<file path="src/imd_defines.vh">
// Purpose: Constants for the ISA master memory decode and interrupt steering.
// Assumes: Byte-wide configuration access at byte offsets.
// Notes:   Offsets, reset values and field positions are listed below.
`ifndef IMD_DEFINES_VH
`define IMD_DEFINES_VH
`define IMD_OFS_FWD_LO   8'h4E
`define IMD_OFS_FWD_HI   8'h4F
`define IMD_OFS_TRIG     8'h54
`define IMD_OFS_ROUTE    8'h55
`define IMD_OFS_RSVD     8'h56
`define IMD_OFS_HOLE_BOT 8'h4C
`define IMD_OFS_HOLE_TOP 8'h4D
`define IMD_OFS_MISC3    8'h48
`define IMD_FWD_RESET    16'h0300
`define IMD_RSVD_VALUE   8'h04
`define IMD_SEG_BASE     24'h0C0000
`define IMD_SEG_TOP      24'h0DFFFF
`define IMD_HALF_MB      25'h0080000
`define IMD_ONE_MB       25'h0100000
`define IMD_IRQ_OFF      4'h0
`define IMD_TRIG_RESET   8'h00
`define IMD_ROUTE_RESET  8'h00
`define IMD_HOLE_RESET   8'h00
`define IMD_HALF_RESET   1'b1
`define IMD_RDATA_NONE   8'h00
`define IMD_TOP_MSB      15
`define IMD_TOP_LSB      12
`define IMD_FWD_EXT_BIT  11
`define IMD_FWD_VGA_BIT  10
`define IMD_FWD_BASE_BIT 9
`define IMD_FWD_LOW_BIT  8
`define IMD_MB_PAD       20'h00000
`define IMD_MB_MSB       23
`define IMD_MB_LSB       20
`define IMD_BLK_MSB      19
`define IMD_BLK_LSB      17
`define IMD_SEG_MSB      16
`define IMD_SEG_LSB      14
`define IMD_HOLE_LSB     16
`define IMD_LOW_MB       4'h0
`define IMD_BLK_BASE     3'h4
`define IMD_BLK_VGA      3'h5
`define IMD_BLK_SEG      3'h6
`define IMD_BLK_EXT      3'h7
`define IMD_TRIG_MSB     3
`define IMD_TRIG_PAD     4'h0
`define IMD_HALF_BIT     0
`define IMD_BOARD_INPUTS 2
`define IMD_ROUTE_W      4
`define IMD_IRQ_W        16
`define IMD_IRQ_ONE      16'h0001
`define IMD_IRQ_NONE     16'h0000
`endif

</file>
<file path="src/imd_decode.v">
// Purpose: Forwarding decision for ISA DMA and master memory cycles and
//          PCI interrupt trigger and board interrupt steering.
// Assumes: Config writes and reads come from the bridge's config port on
//          the same clock; ISA address and request are synchronous to it.
// Notes:   Hole and 512K registers are kept here so the decode is whole.
//          Every output is registered, so the decision for a cycle
//          presented at one edge shows after that edge and lasts one
//          clock; the far side must hold its cycle for that long.
//          Interrupt pins are asynchronous and pay two sync stages.
`timescale 1ns/10ps
`default_nettype none
`include "imd_defines.vh"
module imd_decode (
    input  wire        CLOCK_IN,
    input  wire        SYS_RST_IN,
    input  wire        CFG_WR_IN,
    input  wire [7:0]  CFG_ADDR_IN,
    input  wire [7:0]  CFG_WDATA_IN,
    output reg  [7:0]  CFG_RDATA_OUT,
    input  wire        ISA_REQ_IN,
    input  wire [23:0] ISA_ADDR_IN,
    output reg         PCI_FWD_OUT,
    output reg         ISA_LOCAL_OUT,
    input  wire [3:0]  PCI_INT_LINES_IN,
    output reg  [3:0]  PCI_INT_COND_OUT,
    output reg  [3:0]  PCI_INT_EDGE_OUT,
    input  wire        BOARD_INT_INPUT_ZERO_IN,
    input  wire        BOARD_INT_INPUT_ONE_IN,
    output reg  [15:0] ISA_IRQ_OUT
);
    reg  [15:0] fwd_ctrl_q;
    reg  [7:0]  trig_sel_q;
    reg  [7:0]  route_q;
    reg  [7:0]  hole_bot_q;
    reg  [7:0]  hole_top_q;
    reg         half_mb_q;
    reg  [3:0]  int_s1_q;
    reg  [3:0]  int_s2_q;
    reg  [1:0]  brd_s1_q;
    reg  [1:0]  brd_s2_q;
    reg  [24:0] top_lim;
    reg         in_range;
    reg         fwd_d;
    wire        hole_hit;
    wire [2:0]  seg_idx;
    wire [7:0]  hole_seg;
    wire [31:0] lane_irq;
    genvar      g;

    // ------------------------------------------------------------------
    // Register map, byte offsets on the config port.
    // ------------------------------------------------------------------
    // 4Ch  hole bottom, address bits 23-16 of the first byte inside it.
    // 4Dh  hole top, address bits 23-16 of the first byte past it.
    // 4Eh  segment enables for C0000h-DFFFFh, one bit per 16 KB.
    // 4Fh  top-of-memory code in 7-4, range enables in 3-0.
    // 48h  bit 0 adds 512 KB to the top of memory; other bits read 0.
    // 54h  trigger select, 3-0 for lines A to D; 7-4 read 0.
    // 55h  routing, 3-0 for board input zero and 7-4 for input one.
    // 56h  fixed byte; writes are dropped and reads return 04h.
    // Any other offset reads 0 and ignores writes.

    // ------------------------------------------------------------------
    // Configuration registers.
    // ------------------------------------------------------------------
    // Reserved byte has no storage at all, so writes simply vanish.
    // The two control bytes are written on their own, so software may
    // move the segment enables without touching the top of memory.
    always @(posedge CLOCK_IN) begin
        if (SYS_RST_IN) begin
            fwd_ctrl_q <= `IMD_FWD_RESET;
            trig_sel_q <= `IMD_TRIG_RESET;
            route_q    <= `IMD_ROUTE_RESET;
            hole_bot_q <= `IMD_HOLE_RESET;
            hole_top_q <= `IMD_HOLE_RESET;
            half_mb_q  <= `IMD_HALF_RESET;
        end else if (CFG_WR_IN) begin
            case (CFG_ADDR_IN)
                `IMD_OFS_FWD_LO:   fwd_ctrl_q[7:0]  <= CFG_WDATA_IN;
                `IMD_OFS_FWD_HI:   fwd_ctrl_q[15:8] <= CFG_WDATA_IN;
                `IMD_OFS_TRIG:     trig_sel_q <= {`IMD_TRIG_PAD,
                                      CFG_WDATA_IN[`IMD_TRIG_MSB:0]};
                `IMD_OFS_ROUTE:    route_q    <= CFG_WDATA_IN;
                `IMD_OFS_HOLE_BOT: hole_bot_q <= CFG_WDATA_IN;
                `IMD_OFS_HOLE_TOP: hole_top_q <= CFG_WDATA_IN;
                `IMD_OFS_MISC3:    half_mb_q  <= CFG_WDATA_IN[`IMD_HALF_BIT];
                default: ;
            endcase
        end
    end

    // Read data is registered, so it appears one cycle after the address.
    // Unmapped offsets read zero so a stray probe sees nothing live.
    always @(posedge CLOCK_IN) begin
        if (SYS_RST_IN) begin
            CFG_RDATA_OUT <= `IMD_RDATA_NONE;
        end else begin
            case (CFG_ADDR_IN)
                `IMD_OFS_FWD_LO:   CFG_RDATA_OUT <= fwd_ctrl_q[7:0];
                `IMD_OFS_FWD_HI:   CFG_RDATA_OUT <= fwd_ctrl_q[15:8];
                `IMD_OFS_TRIG:     CFG_RDATA_OUT <= trig_sel_q;
                `IMD_OFS_ROUTE:    CFG_RDATA_OUT <= route_q;
                `IMD_OFS_RSVD:     CFG_RDATA_OUT <= `IMD_RSVD_VALUE;
                `IMD_OFS_HOLE_BOT: CFG_RDATA_OUT <= hole_bot_q;
                `IMD_OFS_HOLE_TOP: CFG_RDATA_OUT <= hole_top_q;
                `IMD_OFS_MISC3:    CFG_RDATA_OUT <= {7'h00, half_mb_q};
                default:           CFG_RDATA_OUT <= `IMD_RDATA_NONE;
            endcase
        end
    end

    // ------------------------------------------------------------------
    // Memory forwarding decode.
    // ------------------------------------------------------------------
    // Limit is (code+1) MB, plus 512 KB when the option is set.
    // One spare top bit keeps the 16 MB case from wrapping to zero.
    always @* begin
        top_lim = {1'b0, fwd_ctrl_q[`IMD_TOP_MSB:`IMD_TOP_LSB], `IMD_MB_PAD} +
                  `IMD_ONE_MB;
        if (half_mb_q) begin
            top_lim = top_lim + `IMD_HALF_MB;
        end
    end

    assign seg_idx  = ISA_ADDR_IN[`IMD_SEG_MSB:`IMD_SEG_LSB];
    assign hole_seg = ISA_ADDR_IN[`IMD_MB_MSB:`IMD_HOLE_LSB];
    // An empty or inverted hole is ignored rather than matching nothing.
    // The hole works in 64 KB steps, the grain of its two registers.
    assign hole_hit = (hole_top_q > hole_bot_q) &&
                      (hole_seg >= hole_bot_q) &&
                      (hole_seg < hole_top_q);

    // Low megabyte uses the range enables; above it only the limit and the hole count.
    // F0000h-FFFFFh has no enable of its own and stays on ISA, and the
    // low 512 KB is the default arm of the case.
    // Limit, hole and range are all vetoes: any one of them keeps the
    // cycle off PCI, so their order does not matter.
    always @* begin
        in_range = 1'b1;
        if (ISA_ADDR_IN[`IMD_MB_MSB:`IMD_MB_LSB] == `IMD_LOW_MB) begin
            case (ISA_ADDR_IN[`IMD_BLK_MSB:`IMD_BLK_LSB])
                `IMD_BLK_BASE: in_range = fwd_ctrl_q[`IMD_FWD_BASE_BIT];
                `IMD_BLK_VGA:  in_range = fwd_ctrl_q[`IMD_FWD_VGA_BIT];
                `IMD_BLK_SEG:  in_range = fwd_ctrl_q[seg_idx];
                `IMD_BLK_EXT:  in_range = ~ISA_ADDR_IN[`IMD_SEG_MSB] &
                                          fwd_ctrl_q[`IMD_FWD_EXT_BIT];
                default:       in_range = fwd_ctrl_q[`IMD_FWD_LOW_BIT];
            endcase
        end
        fwd_d = ISA_REQ_IN && in_range && !hole_hit &&
                ({1'b0, ISA_ADDR_IN} < top_lim);
    end

    // Cycles not claimed on PCI stay on ISA.
    // Both flags come from one decision, so they can never both be high,
    // and an idle cycle leaves both low.
    always @(posedge CLOCK_IN) begin
        if (SYS_RST_IN) begin
            PCI_FWD_OUT   <= 1'b0;
            ISA_LOCAL_OUT <= 1'b0;
        end else begin
            PCI_FWD_OUT   <= fwd_d;
            ISA_LOCAL_OUT <= ISA_REQ_IN & ~fwd_d;
        end
    end

    // ------------------------------------------------------------------
    // Interrupt conditioning and steering.
    // ------------------------------------------------------------------
    // Pins pass two flops before any logic sees them.
    // The first stage may go metastable; only the second feeds logic.
    always @(posedge CLOCK_IN) begin
        if (SYS_RST_IN) begin
            int_s1_q <= 4'h0;
            int_s2_q <= 4'h0;
            brd_s1_q <= 2'b00;
            brd_s2_q <= 2'b00;
        end else begin
            int_s1_q <= PCI_INT_LINES_IN;
            int_s2_q <= int_s1_q;
            brd_s1_q <= {BOARD_INT_INPUT_ONE_IN, BOARD_INT_INPUT_ZERO_IN};
            brd_s2_q <= brd_s1_q;
        end
    end

    // Bit 3 is line A down to bit 0 for line D, matching the port order.
    // Edge mode only inverts the line here; catching the edge itself is
    // left to the interrupt controller downstream.
    always @(posedge CLOCK_IN) begin
        if (SYS_RST_IN) begin
            PCI_INT_COND_OUT <= 4'h0;
            PCI_INT_EDGE_OUT <= 4'h0;
        end else begin
            PCI_INT_COND_OUT <= int_s2_q ^ trig_sel_q[`IMD_TRIG_MSB:0];
            PCI_INT_EDGE_OUT <= trig_sel_q[`IMD_TRIG_MSB:0];
        end
    end

    // ------------------------------------------------------------------
    // Board interrupt steering.
    // ------------------------------------------------------------------
    // One lane per board input turns its routing code into a one-hot
    // IRQ vector; code zero leaves the lane dark.
    generate
        for (g = 0; g < `IMD_BOARD_INPUTS; g = g + 1) begin : gen_route
            assign lane_irq[g*`IMD_IRQ_W +: `IMD_IRQ_W] =
                (route_q[g*`IMD_ROUTE_W +: `IMD_ROUTE_W] != `IMD_IRQ_OFF &&
                 brd_s2_q[g]) ?
                (`IMD_IRQ_ONE << route_q[g*`IMD_ROUTE_W +: `IMD_ROUTE_W]) :
                `IMD_IRQ_NONE;
        end
    endgenerate

    // Reserved codes are not filtered; software must avoid them.
    // Two lanes naming the same IRQ simply merge onto that line.
    always @(posedge CLOCK_IN) begin
        if (SYS_RST_IN) begin
            ISA_IRQ_OUT <= `IMD_IRQ_NONE;
        end else begin
            ISA_IRQ_OUT <= lane_irq[15:0] | lane_irq[31:16];
        end
    end
endmodule
`default_nettype wire

</file>
<file path="config.mk">
export PLATFORM = sky130hd
export DESIGN_NAME = imd_decode
export DESIGN_NICKNAME = d
export VERILOG_FILES = /design/src/imd_decode.v
export VERILOG_INCLUDE_DIRS = /design/src
export SDC_FILE = /design/constraint.sdc
export NUM_CORES = 1
export LEC_CHECK = 0
export ABC_AREA = 1
export ABC_CLOCK_PERIOD_IN_PS = 2130
export BUFFER_PORTS_ARGS = -buffer_cell sky130_fd_sc_hd__clkbuf_2
export CAP_MARGIN = 5
export CORE_UTILIZATION = 25
export CTS_BUF_LIST = sky130_fd_sc_hd__clkbuf_8
export CTS_CLUSTER_SIZE = 40
export DETAILED_ROUTE_END_ITERATION = 10
export SYNTH_ARGS = -nofsm -noshare
export SYNTH_HDL_FRONTEND = slang
export SYNTH_SLANG_ARGS = --single-unit
</file>
<file path="constraint.sdc">
create_clock -name CLOCK_IN -period 2.13 [get_ports CLOCK_IN]
set_clock_uncertainty 0.2 [all_clocks]
set_input_delay 0.426 -clock CLOCK_IN [delete_from_list [all_inputs] [get_ports CLOCK_IN]]
set_output_delay 0.426 -clock CLOCK_IN [all_outputs]
set_load 0.01 [all_outputs]
</file>
### Word-level counts from Yosys, hierarchy flattened

Index checks and enable logic that the tools add are counted.

| cells by class | value |
|---|---|
| $add $sub $neg | 2 |
| multipliers | 0 |
| divide/modulo/power cells | 0 |
| magnitude comparators | 5 |
| equality and inequality tests | 12 |
| shifts and indexed selects | 2 |
| muxes and demuxes | 8 |
| bitwise gates (word level) | 6 |
| reduce and logical (&&, ||, !) cells | 18 |

Operators by type and width:

| kind | number |
|---|---|
| $eq 8x7->1 const B | 8 |
| $pmux 8 s8 | 1 |
| $mux 16 | 2 |
| $shl 1x4->16 const A | 2 |
| $add 24x21->25 const B | 1 |
| $add 25x20->25 const B | 1 |
| $lt 24x25->1 | 1 |
| $mux 25 | 1 |
| $or 16x16->16 | 1 |
| $reduce_and 2->1 | 7 |
| $eq 3x3->1 const B | 4 |
| $ge 8x8->1 | 1 |
| $gt 8x8->1 | 1 |
| $lt 8x8->1 | 1 |
| $reduce_bool 4->1 | 2 |
| $logic_and 1x1->1 | 7 |
| $lt 3x5->1 const B | 1 |
| $logic_not 4->1 | 1 |
| $pmux 1 s4 | 1 |
| $xor 4x4->4 | 1 |
| $bmux 1 s3 | 1 |
| $and 1x1->1 | 2 |
| $mux 1 | 2 |
| $not 1->1 | 2 |
| $logic_not 1->1 | 1 |

| word-level totals | value |
|---|---|
| register bits | 91 |
| bits in latches | 0 |
| bits in writable memories | 0 |
| bits in read-only memories | 0 |
| bits of input ports | 50 |
| memories | 0 |

### Logic depth before layout (Yosys ltp)

| depth | value |
|---|---|
| word-level depth | 9 |
| gate-level depth with buffers | 12 |

### Worst setup path after synthesis

Ideal clock, no wire load.

| timing | value |
|---|---|
| path type | register to register |
| start | register fwd_ctrl_q[12] |
| end | register ISA_LOCAL_OUT |
| arrival time | 1.428 ns |
| data required time | 1.818 ns |
| path slack | 0.391 ns |
| cell stages (with the launch flop) | 10 |
| buffers on the path | 0 |
| path through | dfxtp_1 > ha_1 > xnor2_1 > ha_1 > a21oi_1 > o21ai_0 > nor2_1 > nand3_1 > nor2_1 > nor2_1 |

| between the ends | value |
|---|---|
| cells in the longest elaborated chain, start to end | 7 |

RTL lines:

| element | line | source |
|---|---|---|
| start: declaration | imd_decode.v:31 | `reg [15:0] fwd_ctrl_q;` |
| start signal: assignment | imd_decode.v:71 | `` fwd_ctrl_q <= `IMD_FWD_RESET; `` |
| $add 24x21->25 (no source line) (*) | n/a |  |
| $add 25x20->25 (no source line) | n/a |  |
| $mux 25 (*) | imd_decode.v:120 | `if (half_mb_q) begin` |
| $lt 24x25->1 (*) | imd_decode.v:151 | `({1'b0, ISA_ADDR_IN} < top_lim);` |
| $logic_and 1x1->1 (*) | imd_decode.v:150 | `fwd_d = ISA_REQ_IN && in_range && !hole_hit &&` |
| $not 1->1 (*) | imd_decode.v:163 | `ISA_LOCAL_OUT <= ISA_REQ_IN & ~fwd_d;` |
| $and 1x1->1 (*) | imd_decode.v:163 |  |
| end signal: assignment | imd_decode.v:163 |  |
| end: declaration | imd_decode.v:23 | `output reg ISA_LOCAL_OUT,` |

Every way passes the cells marked *; elsewhere a longest branch is shown, timed or not.
A chain may end at the register's enable or synchronous reset.

### Worst setup path after layout

Ends and elaborated chain as after synthesis.

==> impl_metrics.env <==
export IMPL_wl_per_cell_um=13.14
export IMPL_clk_latency_ps=360
export IMPL_cts_sinks=91
export IMPL_synth_top_area_share_pct=42.36
export IMPL_fmax_ghz=0.5326
export IMPL_endpoint_kind="register"
export IMPL_cap_violations=0
export IMPL_clockRootBuffer="clkbuf_8"
export IMPL_critPathKind="register to register"
export IMPL_rsz0062_at_grt="no"
export IMPL_tns_ps=0
export IMPL_p_total_mw=3.311
export IMPL_grt_use_total_pct=13.07
export IMPL_yosysMostFrequentCell="dfxtp_1"
export IMPL_ys_seq_area_share_pct=42.36
export IMPL_synth_seq_cells=91
export IMPL_cts_hold_buf=0
export IMPL_synth_commonest_cells="dfxtp_1 (91), inv_1 (74), a21oi_1 (71)"
export IMPL_core_um2=16700
export IMPL_setup_viol=0
export IMPL_status="finished, final reports clean"
export IMPL_io_buffers=69
export IMPL_dpl_hpwl_um=8640
export IMPL_yosys_top_cells_area="dfxtp_1 (42%), a21oi_1 (8.3%), ha_1 (8.1%)"
export IMPL_cts_inserted_buffers=9
export IMPL_fin_crit_ps=1878
export IMPL_dieWidth_um=133.2
export IMPL_yosysTopAreaCell="dfxtp_1"
export IMPL_crit_fanout=4
export IMPL_syn_area_um2=4300
export IMPL_power_per_cell_area_nw_per_um2=648.2
export IMPL_synth_edf_count=0
export IMPL_drtIter0Drc=237
export IMPL_reg2reg_from="fwd_ctrl_q[12]"
export IMPL_worstPathRequired_ps=2200
export IMPL_hp_class="primary input to register"
export IMPL_vias=3777
export IMPL_finalHoldViolCount=0
export IMPL_ant_nets=0
export IMPL_place_ws_ps=165.7
export IMPL_grt_pass1_wl_um=18020
export IMPL_syn_inst=560
export IMPL_grt_ovfl_total=0
export IMPL_diodes=0
export IMPL_synth_ff_type="dfxtp_1"
export IMPL_grt_pass1_vias=3427
export IMPL_syn_num_nets=638
export IMPL_slew_viol_final=0
export IMPL_rr_endpoint="ISA_LOCAL_OUT"
export IMPL_setup_ws_ps=252.4
export IMPL_num_nets_final=707
export IMPL_synth_cell_types=32
export IMPL_route_final_wire_length_um=11220
export IMPL_synthArstFlopShare_pct=0
export IMPL_via_per_inst=4.423
export IMPL_rows=47
export IMPL_p_leak_nw=2.148
export IMPL_grt_start_max_net_pins=45
export IMPL_drc=0
export IMPL_irDropWorstVdd_mv=0.3575
export IMPL_cts_max_path_buffers=2
export IMPL_drive_gt1_share_pct=17.35
export IMPL_die_h_um=133.2
export IMPL_cts_setup_buffers=0
export IMPL_min_from="PCI_INT_LINES_IN[1]"
export IMPL_cp_endpoint="ISA_LOCAL_OUT"
export IMPL_holdWs_ps=40.77
export IMPL_start_util_pct=25.75
export IMPL_first_pass_iters=5
export IMPL_postCtsResizedCells=0
export IMPL_post_route_util_pct=30.58
export IMPL_cts_tree="yes"
export IMPL_antenna_found_initial=0
export IMPL_r2r_setup_slack_ps=250
export IMPL_rr_worst_depth=9
export IMPL_finalCritPeriodShare_pct=88.15
export IMPL_worst_ep_arrival_time_ps=1950
export IMPL_top_level_ports=84
export IMPL_cp_start_kind="register"
export IMPL_path_clk_slew_ps=90
export IMPL_ys_warn_count=0
export IMPL_area_delta_synth_final_pct=18.77
export IMPL_cts_max_level=3
export IMPL_startpoint="fwd_ctrl_q[12]"
export IMPL_dieArea_um2=17730
export IMPL_globalplace_congestion=0.8266
export IMPL_syn_area_per_cell_um2=7.679
where the power goes:
group | switching (mW) | leakage [nW] | internal [mW]
Sequential | 0.00579 | 0.737 | 1.72
Clock | 0.631 | 0.116 | 0.729
Combinational | 0.145 | 1.30 | 0.0829
Total | 0.782 | 2.15 | 2.53
kinds of logic after synthesis:
logic type      count (synthesis)  share of synthesized area [%]
fa+ha+maj                      28                          8.147
xor+xnor                        6                          1.222
buf+inv                        96                          9.485
simple gates                  192                          20.28
other cells                     1                        0.08720
compound gates                146                          18.42
flops                          91                          42.36
per-layer routing:
metal / GRT usage [%] / wire, µm
met5: 0 / 0
met4: 2.083 / 69
met3: 4.033 / 511
met2: 20.97 / 5122
met1: 17.46 / 5515
cells in the final DEF (no fill, tap or decap):
cell and instances:
a211oi_1 4, a21oi_1 71, a21oi_2 2, buf_12 1, buf_4 4, bufinv_16 2
clkbuf_2 69, clkbuf_8 11, clkinv_1 1, clkinv_2 2, clkinv_4 2, clkinvlp_4 1
conb_1 1, dfxtp_1 91, ha_1 28, inv_1 74, inv_2 2, inv_6 1
nand2_1 68, nand2_2 2, nand2_4 6, nand3_1 36, nand3_2 1, nand4_1 7
nor2_1 56, nor3_1 14, nor3_4 1, o211ai_1 1, o21a_1 3, o21ai_0 39
o21ai_1 5, o21ai_2 3, o22ai_1 18, or2_1 1, xnor2_1 5, xor2_1 1
critical path, stage by stage (launching register included):
cell     delay [ps]
dfxtp_1         360
ha_1            230
xnor2_1         170
ha_1            270
a21oi_1         120
o21ai_0          90
nor2_1          100
nand3_1          90
nor2_1          110
nor2_1           40
flip-flops by register name, summed over array words and instances (netlist names):
register / flops
fwd_ctrl_q: 16
half_mb_q: 1
PCI_INT_COND_OUT: 4
hole_top_q: 8
PCI_FWD_OUT: 1
PCI_INT_EDGE_OUT: 4
int_s2_q: 4
hole_bot_q: 8
ISA_LOCAL_OUT: 1
brd_s2_q: 2
int_s1_q: 4
brd_s1_q: 2
CFG_RDATA_OUT: 8
ISA_IRQ_OUT: 16
trig_sel_q: 4
route_q: 8
through the flow:
step | area [µm²] | instances
floorplan | 4300 | 560
global placement | 4871 | 838
detailed placement | 4871 | 838
CTS | 5107 | 854
global route | 5107 | 854
finish | 5107 | 854
cell type report:
class / count / area [µm²]
Clock buffer: 11 / 151.4
Inverter: 80 / 307.8
Tap cell: 220 / 275.3
Multi-Input combinational cell: 373 / 2071
Timing Repair Buffer: 74 / 395.4
Sequential cell: 91 / 1822
Clock inverter: 5 / 85.08
Fill cell: 1838 / 11590
how the worst min path moves through the flow:
stage,endpoint,cells after the start
after floorplan,brd_s2_q[0],2
after global placement,int_s2_q[1],2
after detailed placement,int_s2_q[3],2
after CTS,brd_s1_q[1],3
after global routing,int_s1_q[3],3
final,int_s1_q[1],3
(Power assumes the default switching activity.)
